<file path="src/pkg/pgd_map.vh">
// constants of the power-good delay reset block
`ifndef PGD_MAP_VH
`define PGD_MAP_VH

// timer clock rate in MHz
`define PGD_CLK_MHZ        100

// hold-off choices in microseconds, indexed by the delay select pins
`define PGD_T_HOLD0_US     50
`define PGD_T_HOLD1_US     50000
`define PGD_T_HOLD2_US     100000
`define PGD_T_HOLD3_US     200000

// delay select reset value: 50 ms
`define PGD_SEL_RESET      2'h1

// late-enable mask window in microseconds
`define PGD_T_MASK_US      5000

// width of all timer counters, enough for the longest hold-off
`define PGD_CNT_W          25

// bit positions in the synchronised input vector
`define PGD_SYN_REQ_LSB    0
`define PGD_SYN_C1_SET     4
`define PGD_SYN_C1_CLR     5
`define PGD_SYN_C2_SET     6
`define PGD_SYN_C2_CLR     7
`define PGD_SYN_VIN_SET    8
`define PGD_SYN_VIN_CLR    9
`define PGD_SYN_SEL_LSB    10
`define PGD_SYN_W          12

`endif

</file>
<file path="src/pgd_sync.v">
// three-stage input synchroniser with agreement filter
`timescale 1ns/10ps

module pgd_sync #(
   parameter WIDTH = 1
) (
   input  wire             sys_clk,
   input  wire             arst_n,
   input  wire [WIDTH-1:0] async_in,
   output wire [WIDTH-1:0] sync_out
);

   reg [WIDTH-1:0] stage1_reg;
   reg [WIDTH-1:0] stage2_reg;
   reg [WIDTH-1:0] stage3_reg;
   reg [WIDTH-1:0] out_reg;
   wire [WIDTH-1:0] agree;

   // stage1 is read only by stage2
   assign agree = ~(stage2_reg ^ stage3_reg);

   always @(posedge sys_clk or negedge arst_n) begin
      if (!arst_n) begin
         stage1_reg <= {WIDTH{1'b0}};
         stage2_reg <= {WIDTH{1'b0}};
         stage3_reg <= {WIDTH{1'b0}};
         out_reg    <= {WIDTH{1'b0}};
      end else begin
         stage1_reg <= async_in;
         stage2_reg <= stage1_reg;
         stage3_reg <= stage2_reg;
         // a change counts once two later stages agree
         out_reg    <= (agree & stage3_reg) | (~agree & out_reg);
      end
   end

   assign sync_out = out_reg;

endmodule // pgd_sync

</file>
<file path="src/pgd_power_good.v">
// power-good delay reset generator with supply lockout gating
//
// Functional notes
// [RULE1] power_good_n held low while either enabled output is not at level.
// [RULE2] hold-off of 50us, 50ms, 100ms or 200ms; 50ms after reset. Code loads from delay_sel pins; sel_reg reset value unused.
// [RULE3] power_good_n is open drain: pulls low when asserted, else released.
// [RULE4] level-ok sets above upper comparator, clears below lower comparator.
// [RULE5] level-ok rising while enabled starts hold-off; release when it ends.
// [RULE6] other channel becoming active during hold-off neither restarts nor extends.
// [RULE7] any enabled level-ok falling asserts output and restarts hold-off.
// [RULE8] both channels behave identically with roles swapped.
// [RULE9] enable rising after release starts 5ms mask keeping output high.
// [RULE10] after mask, output follows both level-ok signals; low if missing.
// [RULE11] a channel never reaching level leaves the output low after hold-off.
// [RULE12] timer cleared by power-on reset or no enables; set by enable and level.
// [RULE13] per-channel mask gated with level-ok, ANDed with timer to form output.
// [RULE14] all four regulator enables forced off while supply below 2.8V.
// [RULE15] supply-ok gates each regulator enable; otherwise requests pass straight.
// [RULE16] supply-ok detector has hysteresis between two comparator levels.
// [RULE17] hold-off and mask timers are counters on the system clock.
// [RULE18] all comparator and pin inputs synchronised before use.
`timescale 1ns/10ps
`include "pgd_map.vh"

module pgd_power_good #(
   parameter [31:0] HOLD0_CYC = `PGD_T_HOLD0_US * `PGD_CLK_MHZ,
   parameter [31:0] HOLD1_CYC = `PGD_T_HOLD1_US * `PGD_CLK_MHZ,
   parameter [31:0] HOLD2_CYC = `PGD_T_HOLD2_US * `PGD_CLK_MHZ,
   parameter [31:0] HOLD3_CYC = `PGD_T_HOLD3_US * `PGD_CLK_MHZ,
   parameter [31:0] MASK_CYC  = `PGD_T_MASK_US * `PGD_CLK_MHZ
) (
   input  wire       sys_clk,
   input  wire       arst_n,
   input  wire [3:0] reg_on_req,
   input  wire       conv1_above_set,
   input  wire       conv1_above_clr,
   input  wire       conv2_above_set,
   input  wire       conv2_above_clr,
   input  wire       supply_above_set,
   input  wire       supply_above_trip,
   input  wire [1:0] delay_sel,
   output wire [3:0] reg_on,
   output wire       supply_ok,
   output wire       conv1_level_ok,
   output wire       conv2_level_ok,
   output wire       hold_active,
   output wire [1:0] mask_active,
   output wire       power_good_n_out,
   output wire       power_good_n_oe_n
);

   localparam CW = `PGD_CNT_W;

   localparam [3:0] ST_IDLE = 4'h1;
   localparam [3:0] ST_HOLD = 4'h2;
   localparam [3:0] ST_GOOD = 4'h4;
   localparam [3:0] ST_FAIL = 4'h8;

   localparam [CW-1:0] LOAD0 = HOLD0_CYC[CW-1:0] - 1'b1;
   localparam [CW-1:0] LOAD1 = HOLD1_CYC[CW-1:0] - 1'b1;
   localparam [CW-1:0] LOAD2 = HOLD2_CYC[CW-1:0] - 1'b1;
   localparam [CW-1:0] LOAD3 = HOLD3_CYC[CW-1:0] - 1'b1;
   localparam [CW-1:0] MLOAD = MASK_CYC[CW-1:0] - 1'b1;

   // counter step shared by hold-off and both mask timers
   function [CW-1:0] cnt_step;
      input [CW-1:0] cnt;
      begin
         if (cnt == {CW{1'b0}}) begin
            cnt_step = {CW{1'b0}};
         end else begin
            cnt_step = cnt - 1'b1;
         end
      end
   endfunction

   function [CW-1:0] hold_load;
      input [1:0] sel;
      begin
         case (sel)
            2'h0:    hold_load = LOAD0;
            2'h1:    hold_load = LOAD1;
            2'h2:    hold_load = LOAD2;
            default: hold_load = LOAD3;
         endcase
      end
   endfunction

   wire [`PGD_SYN_W-1:0] raw_in;
   wire [`PGD_SYN_W-1:0] syn;

   assign raw_in = {delay_sel, supply_above_trip, supply_above_set,
                    conv2_above_clr, conv2_above_set,
                    conv1_above_clr, conv1_above_set, reg_on_req};

   // [RULE18] synchronise all inputs
   pgd_sync #(
      .WIDTH    (`PGD_SYN_W)
   ) u_sync (
      .sys_clk  (sys_clk),
      .arst_n   (arst_n),
      .async_in (raw_in),
      .sync_out (syn)
   );

   wire [3:0] req_s;
   wire [1:0] set_s;
   wire [1:0] clr_s;
   wire [1:0] sel_s;

   assign req_s = syn[`PGD_SYN_REQ_LSB+3:`PGD_SYN_REQ_LSB];
   assign set_s = {syn[`PGD_SYN_C2_SET], syn[`PGD_SYN_C1_SET]};
   assign clr_s = {syn[`PGD_SYN_C2_CLR], syn[`PGD_SYN_C1_CLR]};
   assign sel_s = syn[`PGD_SYN_SEL_LSB+1:`PGD_SYN_SEL_LSB];

   reg          vin_ok_reg;
   reg  [3:0]   reg_on_reg;
   reg  [1:0]   lvl_reg;
   reg  [1:0]   on_prev_reg;
   reg  [1:0]   act_prev_reg;
   reg  [3:0]   state_reg;
   reg  [3:0]   state_next;
   reg  [CW-1:0] hold_cnt_reg;
   reg  [CW-1:0] hold_cnt_next;
   reg  [1:0]   sel_reg;
   reg  [1:0]   sel_next;
   reg  [1:0]   mask_reg;
   reg  [1:0]   mask_next;
   reg  [CW-1:0] mask_cnt_reg [0:1];
   reg  [CW-1:0] mask_cnt_next [0:1];
   reg          pg_oe_n_reg;
   integer      i;
   integer      j;

   // [RULE16] supply-ok with two-level hysteresis
   always @(posedge sys_clk or negedge arst_n) begin
      if (!arst_n) begin
         vin_ok_reg <= 1'b0;
      end else if (syn[`PGD_SYN_VIN_SET]) begin
         vin_ok_reg <= 1'b1;
      end else if (!syn[`PGD_SYN_VIN_CLR]) begin
         vin_ok_reg <= 1'b0;
      end
   end

   // [RULE14] [RULE15] supply-ok gates all four enables
   always @(posedge sys_clk or negedge arst_n) begin
      if (!arst_n) begin
         reg_on_reg <= 4'h0;
      end else begin
         reg_on_reg <= req_s & {4{vin_ok_reg}};
      end
   end

   // [RULE4] [RULE8] level-ok hysteresis, same for both channels
   always @(posedge sys_clk or negedge arst_n) begin
      if (!arst_n) begin
         lvl_reg <= 2'h0;
      end else begin
         for (i = 0; i < 2; i = i + 1) begin
            if (set_s[i]) begin
               lvl_reg[i] <= 1'b1;
            end else if (!clr_s[i]) begin
               lvl_reg[i] <= 1'b0;
            end
         end
      end
   end

   // the two bucks are the low two regulators
   wire [1:0] conv_on;
   wire [1:0] ch_act;
   wire [1:0] ch_rise;
   wire [1:0] ch_fall;
   wire [1:0] on_rise;
   wire [1:0] ch_bad;
   wire       any_on;

   assign conv_on = reg_on_reg[1:0];
   // [RULE12] set term per channel: enable and level-ok
   assign ch_act  = conv_on & lvl_reg;
   assign ch_rise = ch_act & ~act_prev_reg;
   // level lost while the channel stays enabled
   assign ch_fall = act_prev_reg & conv_on & ~lvl_reg;
   assign on_rise = conv_on & ~on_prev_reg;
   // [RULE13] channel passes if level ok, masked, just enabled or off
   // a fresh enable waits one edge for its mask to start
   assign ch_bad  = conv_on & ~lvl_reg & ~mask_reg & ~on_rise;
   assign any_on  = |conv_on;

   always @(posedge sys_clk or negedge arst_n) begin
      if (!arst_n) begin
         on_prev_reg  <= 2'h0;
         act_prev_reg <= 2'h0;
      end else begin
         on_prev_reg  <= conv_on;
         act_prev_reg <= ch_act;
      end
   end

   always @* begin
      state_next    = state_reg;
      hold_cnt_next = cnt_step(hold_cnt_reg);
      sel_next      = sel_reg;
      case (state_reg)
         ST_IDLE: begin
            // [RULE5] rising level-ok while enabled starts hold-off
            if (|ch_rise) begin
               state_next    = ST_HOLD;
               sel_next      = sel_s;
               hold_cnt_next = hold_load(sel_s);
            end
         end
         ST_HOLD: begin
            // [RULE12] no enables leaves hold-off; the count is not cleared and runs down to zero
            if (!any_on) begin
               state_next = ST_IDLE;
            // [RULE7] level lost restarts the hold-off
            end else if (|ch_fall) begin
               sel_next      = sel_s;
               hold_cnt_next = hold_load(sel_s);
            // [RULE6] a second channel rising here is ignored
            end else if (hold_cnt_reg == {CW{1'b0}}) begin
               // [RULE11] missing channel leaves output low
               if (|ch_bad) begin
                  state_next = ST_FAIL;
               end else begin
                  state_next = ST_GOOD;
               end
            end
         end
         ST_GOOD: begin
            if (!any_on) begin
               state_next = ST_IDLE;
            // [RULE7] unmasked level loss asserts and restarts
            end else if (|(ch_fall & ~mask_reg)) begin
               state_next    = ST_HOLD;
               sel_next      = sel_s;
               hold_cnt_next = hold_load(sel_s);
            // [RULE10] after mask, a missing level drops the output
            end else if (|ch_bad) begin
               state_next = ST_FAIL;
            end
         end
         ST_FAIL: begin
            if (!any_on) begin
               state_next = ST_IDLE;
            end else if (|ch_rise) begin
               state_next    = ST_HOLD;
               sel_next      = sel_s;
               hold_cnt_next = hold_load(sel_s);
            end
         end
         default: begin
            state_next    = ST_IDLE;
            hold_cnt_next = {CW{1'b0}};
         end
      endcase
   end

   // [RULE9] [RULE8] mask window per channel on late enable
   always @* begin
      for (j = 0; j < 2; j = j + 1) begin
         mask_cnt_next[j] = cnt_step(mask_cnt_reg[j]);
         mask_next[j]     = mask_reg[j];
         if (state_reg != ST_GOOD) begin
            // masks only live while output is released
            mask_next[j]     = 1'b0;
            mask_cnt_next[j] = {CW{1'b0}};
         end else if (on_rise[j]) begin
            mask_next[j]     = 1'b1;
            mask_cnt_next[j] = MLOAD;
         // [RULE17] mask ends at terminal count
         end else if (mask_cnt_reg[j] == {CW{1'b0}}) begin
            mask_next[j]     = 1'b0;
         end
      end
   end

   // [RULE17] hold-off and mask counters
   always @(posedge sys_clk or negedge arst_n) begin
      if (!arst_n) begin
         state_reg       <= ST_IDLE;
         hold_cnt_reg    <= {CW{1'b0}};
         sel_reg         <= `PGD_SEL_RESET;
         mask_reg        <= 2'h0;
         mask_cnt_reg[0] <= {CW{1'b0}};
         mask_cnt_reg[1] <= {CW{1'b0}};
      end else begin
         state_reg       <= state_next;
         hold_cnt_reg    <= hold_cnt_next;
         sel_reg         <= sel_next;
         mask_reg        <= mask_next;
         mask_cnt_reg[0] <= mask_cnt_next[0];
         mask_cnt_reg[1] <= mask_cnt_next[1];
      end
   end

   // [RULE1] [RULE13] output released only in the good state
   // registered so the pin never glitches on decode
   always @(posedge sys_clk or negedge arst_n) begin
      if (!arst_n) begin
         pg_oe_n_reg <= 1'b0;
      end else begin
         pg_oe_n_reg <= (state_next == ST_GOOD);
      end
   end

   // [RULE3] open drain: drive low or release
   assign power_good_n_out  = 1'b0;
   assign power_good_n_oe_n = pg_oe_n_reg;

   assign reg_on         = reg_on_reg;
   assign supply_ok      = vin_ok_reg;
   assign conv1_level_ok = lvl_reg[0];
   assign conv2_level_ok = lvl_reg[1];
   assign hold_active    = (state_reg == ST_HOLD);
   assign mask_active    = mask_reg;

endmodule // pgd_power_good

</file>
<file path="config.mk">
export PLATFORM = sky130hd
export DESIGN_NAME = pgd_power_good
export DESIGN_NICKNAME = d
export VERILOG_FILES = /design/src/pgd_sync.v /design/src/pgd_power_good.v
export VERILOG_INCLUDE_DIRS = /design/src /design/src/pkg
export SDC_FILE = /design/constraint.sdc
export NUM_CORES = 1
export LEC_CHECK = 0
export BUFFER_PORTS_ARGS = -buffer_cell sky130_fd_sc_hd__buf_2
export CORE_MARGIN = 4
export CORE_UTILIZATION = 65
export CTS_CLUSTER_DIAMETER = 80
export DETAILED_ROUTE_END_ITERATION = 12
export PLACE_DENSITY = 0.89
export SYNTH_ARGS = -nofsm -noshare
export SYNTH_HDL_FRONTEND = slang
export SYNTH_HIERARCHICAL = 1
export SYNTH_SLANG_ARGS = --single-unit
export TNS_END_PERCENT = 10
</file>
<file path="constraint.sdc">
create_clock -name sys_clk -period 4.9 [get_ports sys_clk]
set_input_delay 0.49 -clock sys_clk [delete_from_list [all_inputs] [get_ports sys_clk]]
set_output_delay 0.49 -clock sys_clk [all_outputs]
set_load 0.05 [all_outputs]
</file>
After elaboration in Yosys (flattened, before gate mapping)

Cells that the tools add are included.

Register bits: 141
Input bits: 14
Output and inout port bits: 12
Logic and storage cells: 100

Add/sub/neg operators: 3
Equality and inequality tests: 11
Multiplexer cells: 37
Bitwise operators: 21
Reduce and logical (&&, ||, !) cells: 11

Operator list:

| operator                                               | number |
|---|---|
| 2-to-1 mux 25 bit                                      | 13 |
| case mux 25 bit (4 select lines)                       | 1 |
| logical NOT 25 bit                                     | 3 |
| case mux 25 bit (3 select lines)                       | 1 |
| subtractor 25 x 1 -> 25 bit (second input constant)    | 3 |
| 2-to-1 mux 4 bit                                       | 9 |
| AND 12 bit                                             | 2 |
| inverter 12 bit                                        | 2 |
| AND 2 bit                                              | 9 |
| case mux 4 bit (4 select lines)                        | 1 |
| 2-to-1 mux 1 bit                                       | 12 |
| OR 12 bit                                              | 1 |
| XOR 12 bit                                             | 1 |
| inverter 2 bit                                         | 5 |
| OR reduction 2 bit                                     | 5 |
| equality test 4 x 3 -> 1 bit (second input constant)   | 2 |
| inequality test 2 bit (second input constant)          | 3 |
| nonzero test 3 bit                                     | 2 |
| AND 4 bit                                              | 1 |
| equality test 4 x 1 -> 1 bit (second input constant)   | 1 |
| equality test 4 x 2 -> 1 bit (second input constant)   | 1 |
| equality test 4 bit (second input constant)            | 1 |
| inequality test 4 x 3 -> 1 bit (second input constant) | 1 |
| equality test 2 x 1 -> 1 bit (second input constant)   | 1 |
| 2 further kinds                                        | 2 |

Logic depth before layout (Yosys ltp)

Word-level depth: 11
Mapped depth: 8
Depth with buffers taken out: 7

Modules after synthesis

Netlist, hierarchy kept.

Modules (own cells, without submodules):

| module         | times used | cells each | area each (sq um) | sequential area each (sq um) |
|---|---|---|---|---|
| pgd_power_good | 1          | 474        | 4,827.1           | 2,328.5 |
| pgd_sync       | 1          | 60         | 1,336.3           | 1,201.2 |

Worst setup path after synthesis

Ideal clock, no wire load.

Path type: reg-to-reg
Start point: register state_reg[0]
End point: register hold_cnt_reg[11]
Library setup time: 0.082 ns
Arrival: 2.526 ns
Required time: 4.818 ns
Slack: 2.291 ns
Stages on the path, launching flop included: 7
Path buffers: 2
Period minus slack after synthesis: 2.609 ns
Cell sequence: dfstp_2 -> buf_2 -> nor4b_2 -> o22ai_1 -> o21bai_1 -> buf_2 -> o22ai_1

Cells in the longest elaborated chain, start to end: 2
Elaborated cells on any way between the ends: 5
Classes of those cells: 4 x eq/ne; 1 x mux

RTL lines:

| element                          | RTL line             | source |
|---|---|---|
| from (decl)                      | pgd_power_good.v:121 | `reg [3:0] state_reg;` |
| from (signal assigned)           | pgd_power_good.v:290 | `state_reg <= state_next;` |
| equality test 4 x 2 -> 1 bit     | n/a                  |  |
| net hold_active                  | pgd_power_good.v:46  | `output wire hold_active,` |
| case mux 25 bit (4 select lines) | pgd_power_good.v:205 | `case (state_reg)` |
| net hold_cnt_next[11]            | pgd_power_good.v:124 | `reg [CW-1:0] hold_cnt_next;` |
| to (signal assigned)             | pgd_power_good.v:284 | `hold_cnt_reg <= {CW{1'b0}};` |
| to (signal assigned)             | pgd_power_good.v:291 | `hold_cnt_reg <= hold_cnt_next;` |
| to (decl)                        | pgd_power_good.v:123 | `reg [CW-1:0] hold_cnt_reg;` |

The timed path passes the listed nets, and every way through them passes these cells.
A chain may end at the register's enable or synchronous reset.

==> reports/results.ini <==
[clocking]
cts_resized = 0
htree_levels = 4
cts-root-buf = clkbuf_8
cts_sinks = 141
clock_path_buffers = 2
clock_latency_ns = 0.53
holdBufCountCts = 0
cts_tree = built
numCtsBuffers = 17
cts.clk_slew.worst_paths_ns = 0.07
cts_setup_buffers = 0

[finish]
nets = 589
area_growth_pct = 13.5
drive_above_1_share_pct = 17.3
antenna_cells = 0
largest_reg_flops = 50

[sta]
fin_worst_skew_ns = 0.0105
fin_crit_sh_pct = 57.9
finalSetupViolations = 0
period_minus_slack_ns = 2.84
drv_slew = 0
grt_setup_unrepaired = false
holdWs_ns = 0.0355
worstMarginPinSlew_ns = 0.987
finalHoldViolCount = 0
clock.fmax_ghz = 0.352
fin_setup_tns_ns = 0
maxSlewHeadroom_pct = 34.0
finalWorstSetupSlack_ns = 2.06

[routing]
vias = 4396
drt_wl_total_um = 13300
dr.pass1.iters = 7
viasPerCell = 6.21
wire_per_inst_um = 18.8
drc = 0
drtIter0Drc = 447
postRouteAntennaNets = 0

[worst_setup_path]
endpoint_kind = register
cp-start-kind = register
critPathArrivalTime_ns = 3.18
max_stage_delay_ns = 0.87
critical_path_class = register to register
crit_chain = inv_1 > ha_1 > nor4b_2 > nand3_2 > or2_4 > o41ai_4 > nor2_1
cp_top_family = simple AND/OR/NAND/NOR gates
worstPathMaxFanout = 13
cp_num_buf_inv = 1
r2r_start = mask_cnt_reg[25]
worst_path_max_delay_cell = o41ai_4
required_ns = 5.25
crit_start = mask_cnt_reg[25]

[synthesis]
yosysWarnings = 6
synthCells = 534
netlist_area_um2 = 6160
synth_flop_cell = dfrtp_1
ys_types = 64
syn_avg_cell_area_um2 = 11.5
synth_nets = 557
ys_seq_elements = 141
async_flop_share_pct = 100
synth-edff-count = 0
yosysSeqAreaShare_pct = 57.3

[global_route]
grt_usage_pct = 25.6
globalRoute.busiestLayer = met2
gr-usage-met2_pct = 44.0
met3_usage_pct = 6.00
antenna_found_initial = 0
met1_usage_pct = 29.9
grt_pass1_wl_um = 22400
overflow = 0
grt_max_degree = 104
grt_pass1_vias = 4569

[power_and_ir_drop]
p_int_mw = 2.21
p_leak_nw = 3.43
power.density_nw_per_um2 = 482
power_frac_comb_pct = 20.5
p_sw_share_pct = 34.4
netSwitchingPower_mw = 1.16
clkPwrFrac_pct = 37.3
seqPwrFrac_pct = 42.2
ir_drop_uv = 296

[die]
initial_core_util_pct = 66.7
fp.dieW_um = 105
io_pins = 26
row_count = 35
core_um2 = 9240
die-height_um = 105
dieArea_um2 = 11100

[outcome]
status = finished clean

[place]
hpwlAfterDp_um = 7790
gp_congestion = 0.909
port_buffers = 24
pre_cts_slack_ns = 2.18

[run]
cap_violations = 0

[hold_path]
hp-class = primary input to asynchronous set/reset pin

[kinds of logic after synthesis]
group	Yosys count	synth area share, %
and+or+nand+nor	194	18.5
adders and majority gates	21	4.02
xor gates and xnor gates	65	9.24
DFF	141	57.3
muxes	1	0.183
buffers and inverters	30	2.23
other	1	0.0608
AOI/OAI and AO/OA	81	8.55
[cells in the mapped netlist, drive strengths merged (7+ instances only)]
cell type,number,area share (%)
nand3,12,1.1
nor3,28,2.4
maj3,12,2.2
o22ai,7,0.71
xor2,25,3.6
nor4,12,1.9
and2,7,0.71
buf,11,1.1
dfrtp,140,57
xnor2,40,5.7
nand2,21,1.3
inv,16,0.97
nor2,57,3.9
nand4,10,1.0
ha,9,1.8
o21ai,45,3.7
[worst register-to-register path, cell delays in order, from the launching register on]
cell     delay, ns
dfrtp_1       0.41
inv_1         0.08
ha_1          0.20
nor4b_2       0.37
nand3_2       0.19
or2_4         0.33
o41ai_4       0.87
nor2_1        0.20
[power by group through the flow]
stage	Sequential (mW)	Combinational, mW	Clock (mW)
3_3_place_gp	1.42	0.628	0
4_1_cts	1.42	0.686	1.27
5_1_grt	1.43	0.756	1.33
2_1_floorplan	1.42	0.489	0
6_report	1.42	0.692	1.26
3_5_place_dp	1.43	0.662	0
[metrics by stage]
step | utilization, % | total power, mW | cell area (um^2) | std cells
global placement | 69.2 | 2.05 | 6400 | 676
CTS | 75.7 | 3.37 | 6990 | 708
detailed placement | 69.2 | 2.09 | 6400 | 676
global route | 75.7 | 3.51 | 6990 | 708
finish | 75.7 | 3.37 | 6990 | 708
floorplan | - | 1.91 | 6160 | 534
[cell usage in the layout (no fill, tap or decap), types with 4 or more instances in the layout]
cell type and n:
dfrtp_1 140, nor2_1 47, xnor2_1 40, o21ai_1 37, nor3_1 26, xor2_1 25
buf_2 23, nand2_1 21, inv_1 16, clkbuf_16 16, maj3_2 12, nand3_1 11
nand4_1 10, nor2_2 10, ha_1 9, o21ai_0 8, nor4_1 8, o22ai_1 7
and2_1 7, a21oi_1 6, nor2b_1 6, or3_1 6, inv_6 6, clkinv_8 6
or4_1 5, nand4b_1 4, nand2b_1 4
[layer usage]
layer / vias to the layer above / share of wire (%)
met2: 201 / 51
met4: 0 / 4.0
met3: 69 / 5.8
met1: 2187 / 39
met5: - / 0
li1: 1939 / -
[final cells by class]
cell class,instances,area [um^2]
inverters,16,60.1
well taps,129,161
clock inverters,15,184
flip-flops and latches,141,3530
clock buffers,17,414
multi-input cells,363,2500
repair buffers,27,149
fillers,513,2250
[path summary, 6_finish.rpt]
path / end / slack (ns) / cells past startpoint
setup / recovery: mask_cnt_reg[30] / 2.06 / 7
hold / removal: hold_cnt_reg[18] / 0.04 / 1
setup reg to reg: mask_cnt_reg[30] / 2.06 / 7
hold reg to reg: u_sync/stage2_reg[3] / 0.35 / 0
max in group asynchronous: asynchronous set/reset pin / 3.87 / 2
min in group sys_clk: u_sync/stage1_reg[3] / 0.06 / 1
Note: power is estimated with default switching activity, not from simulation.
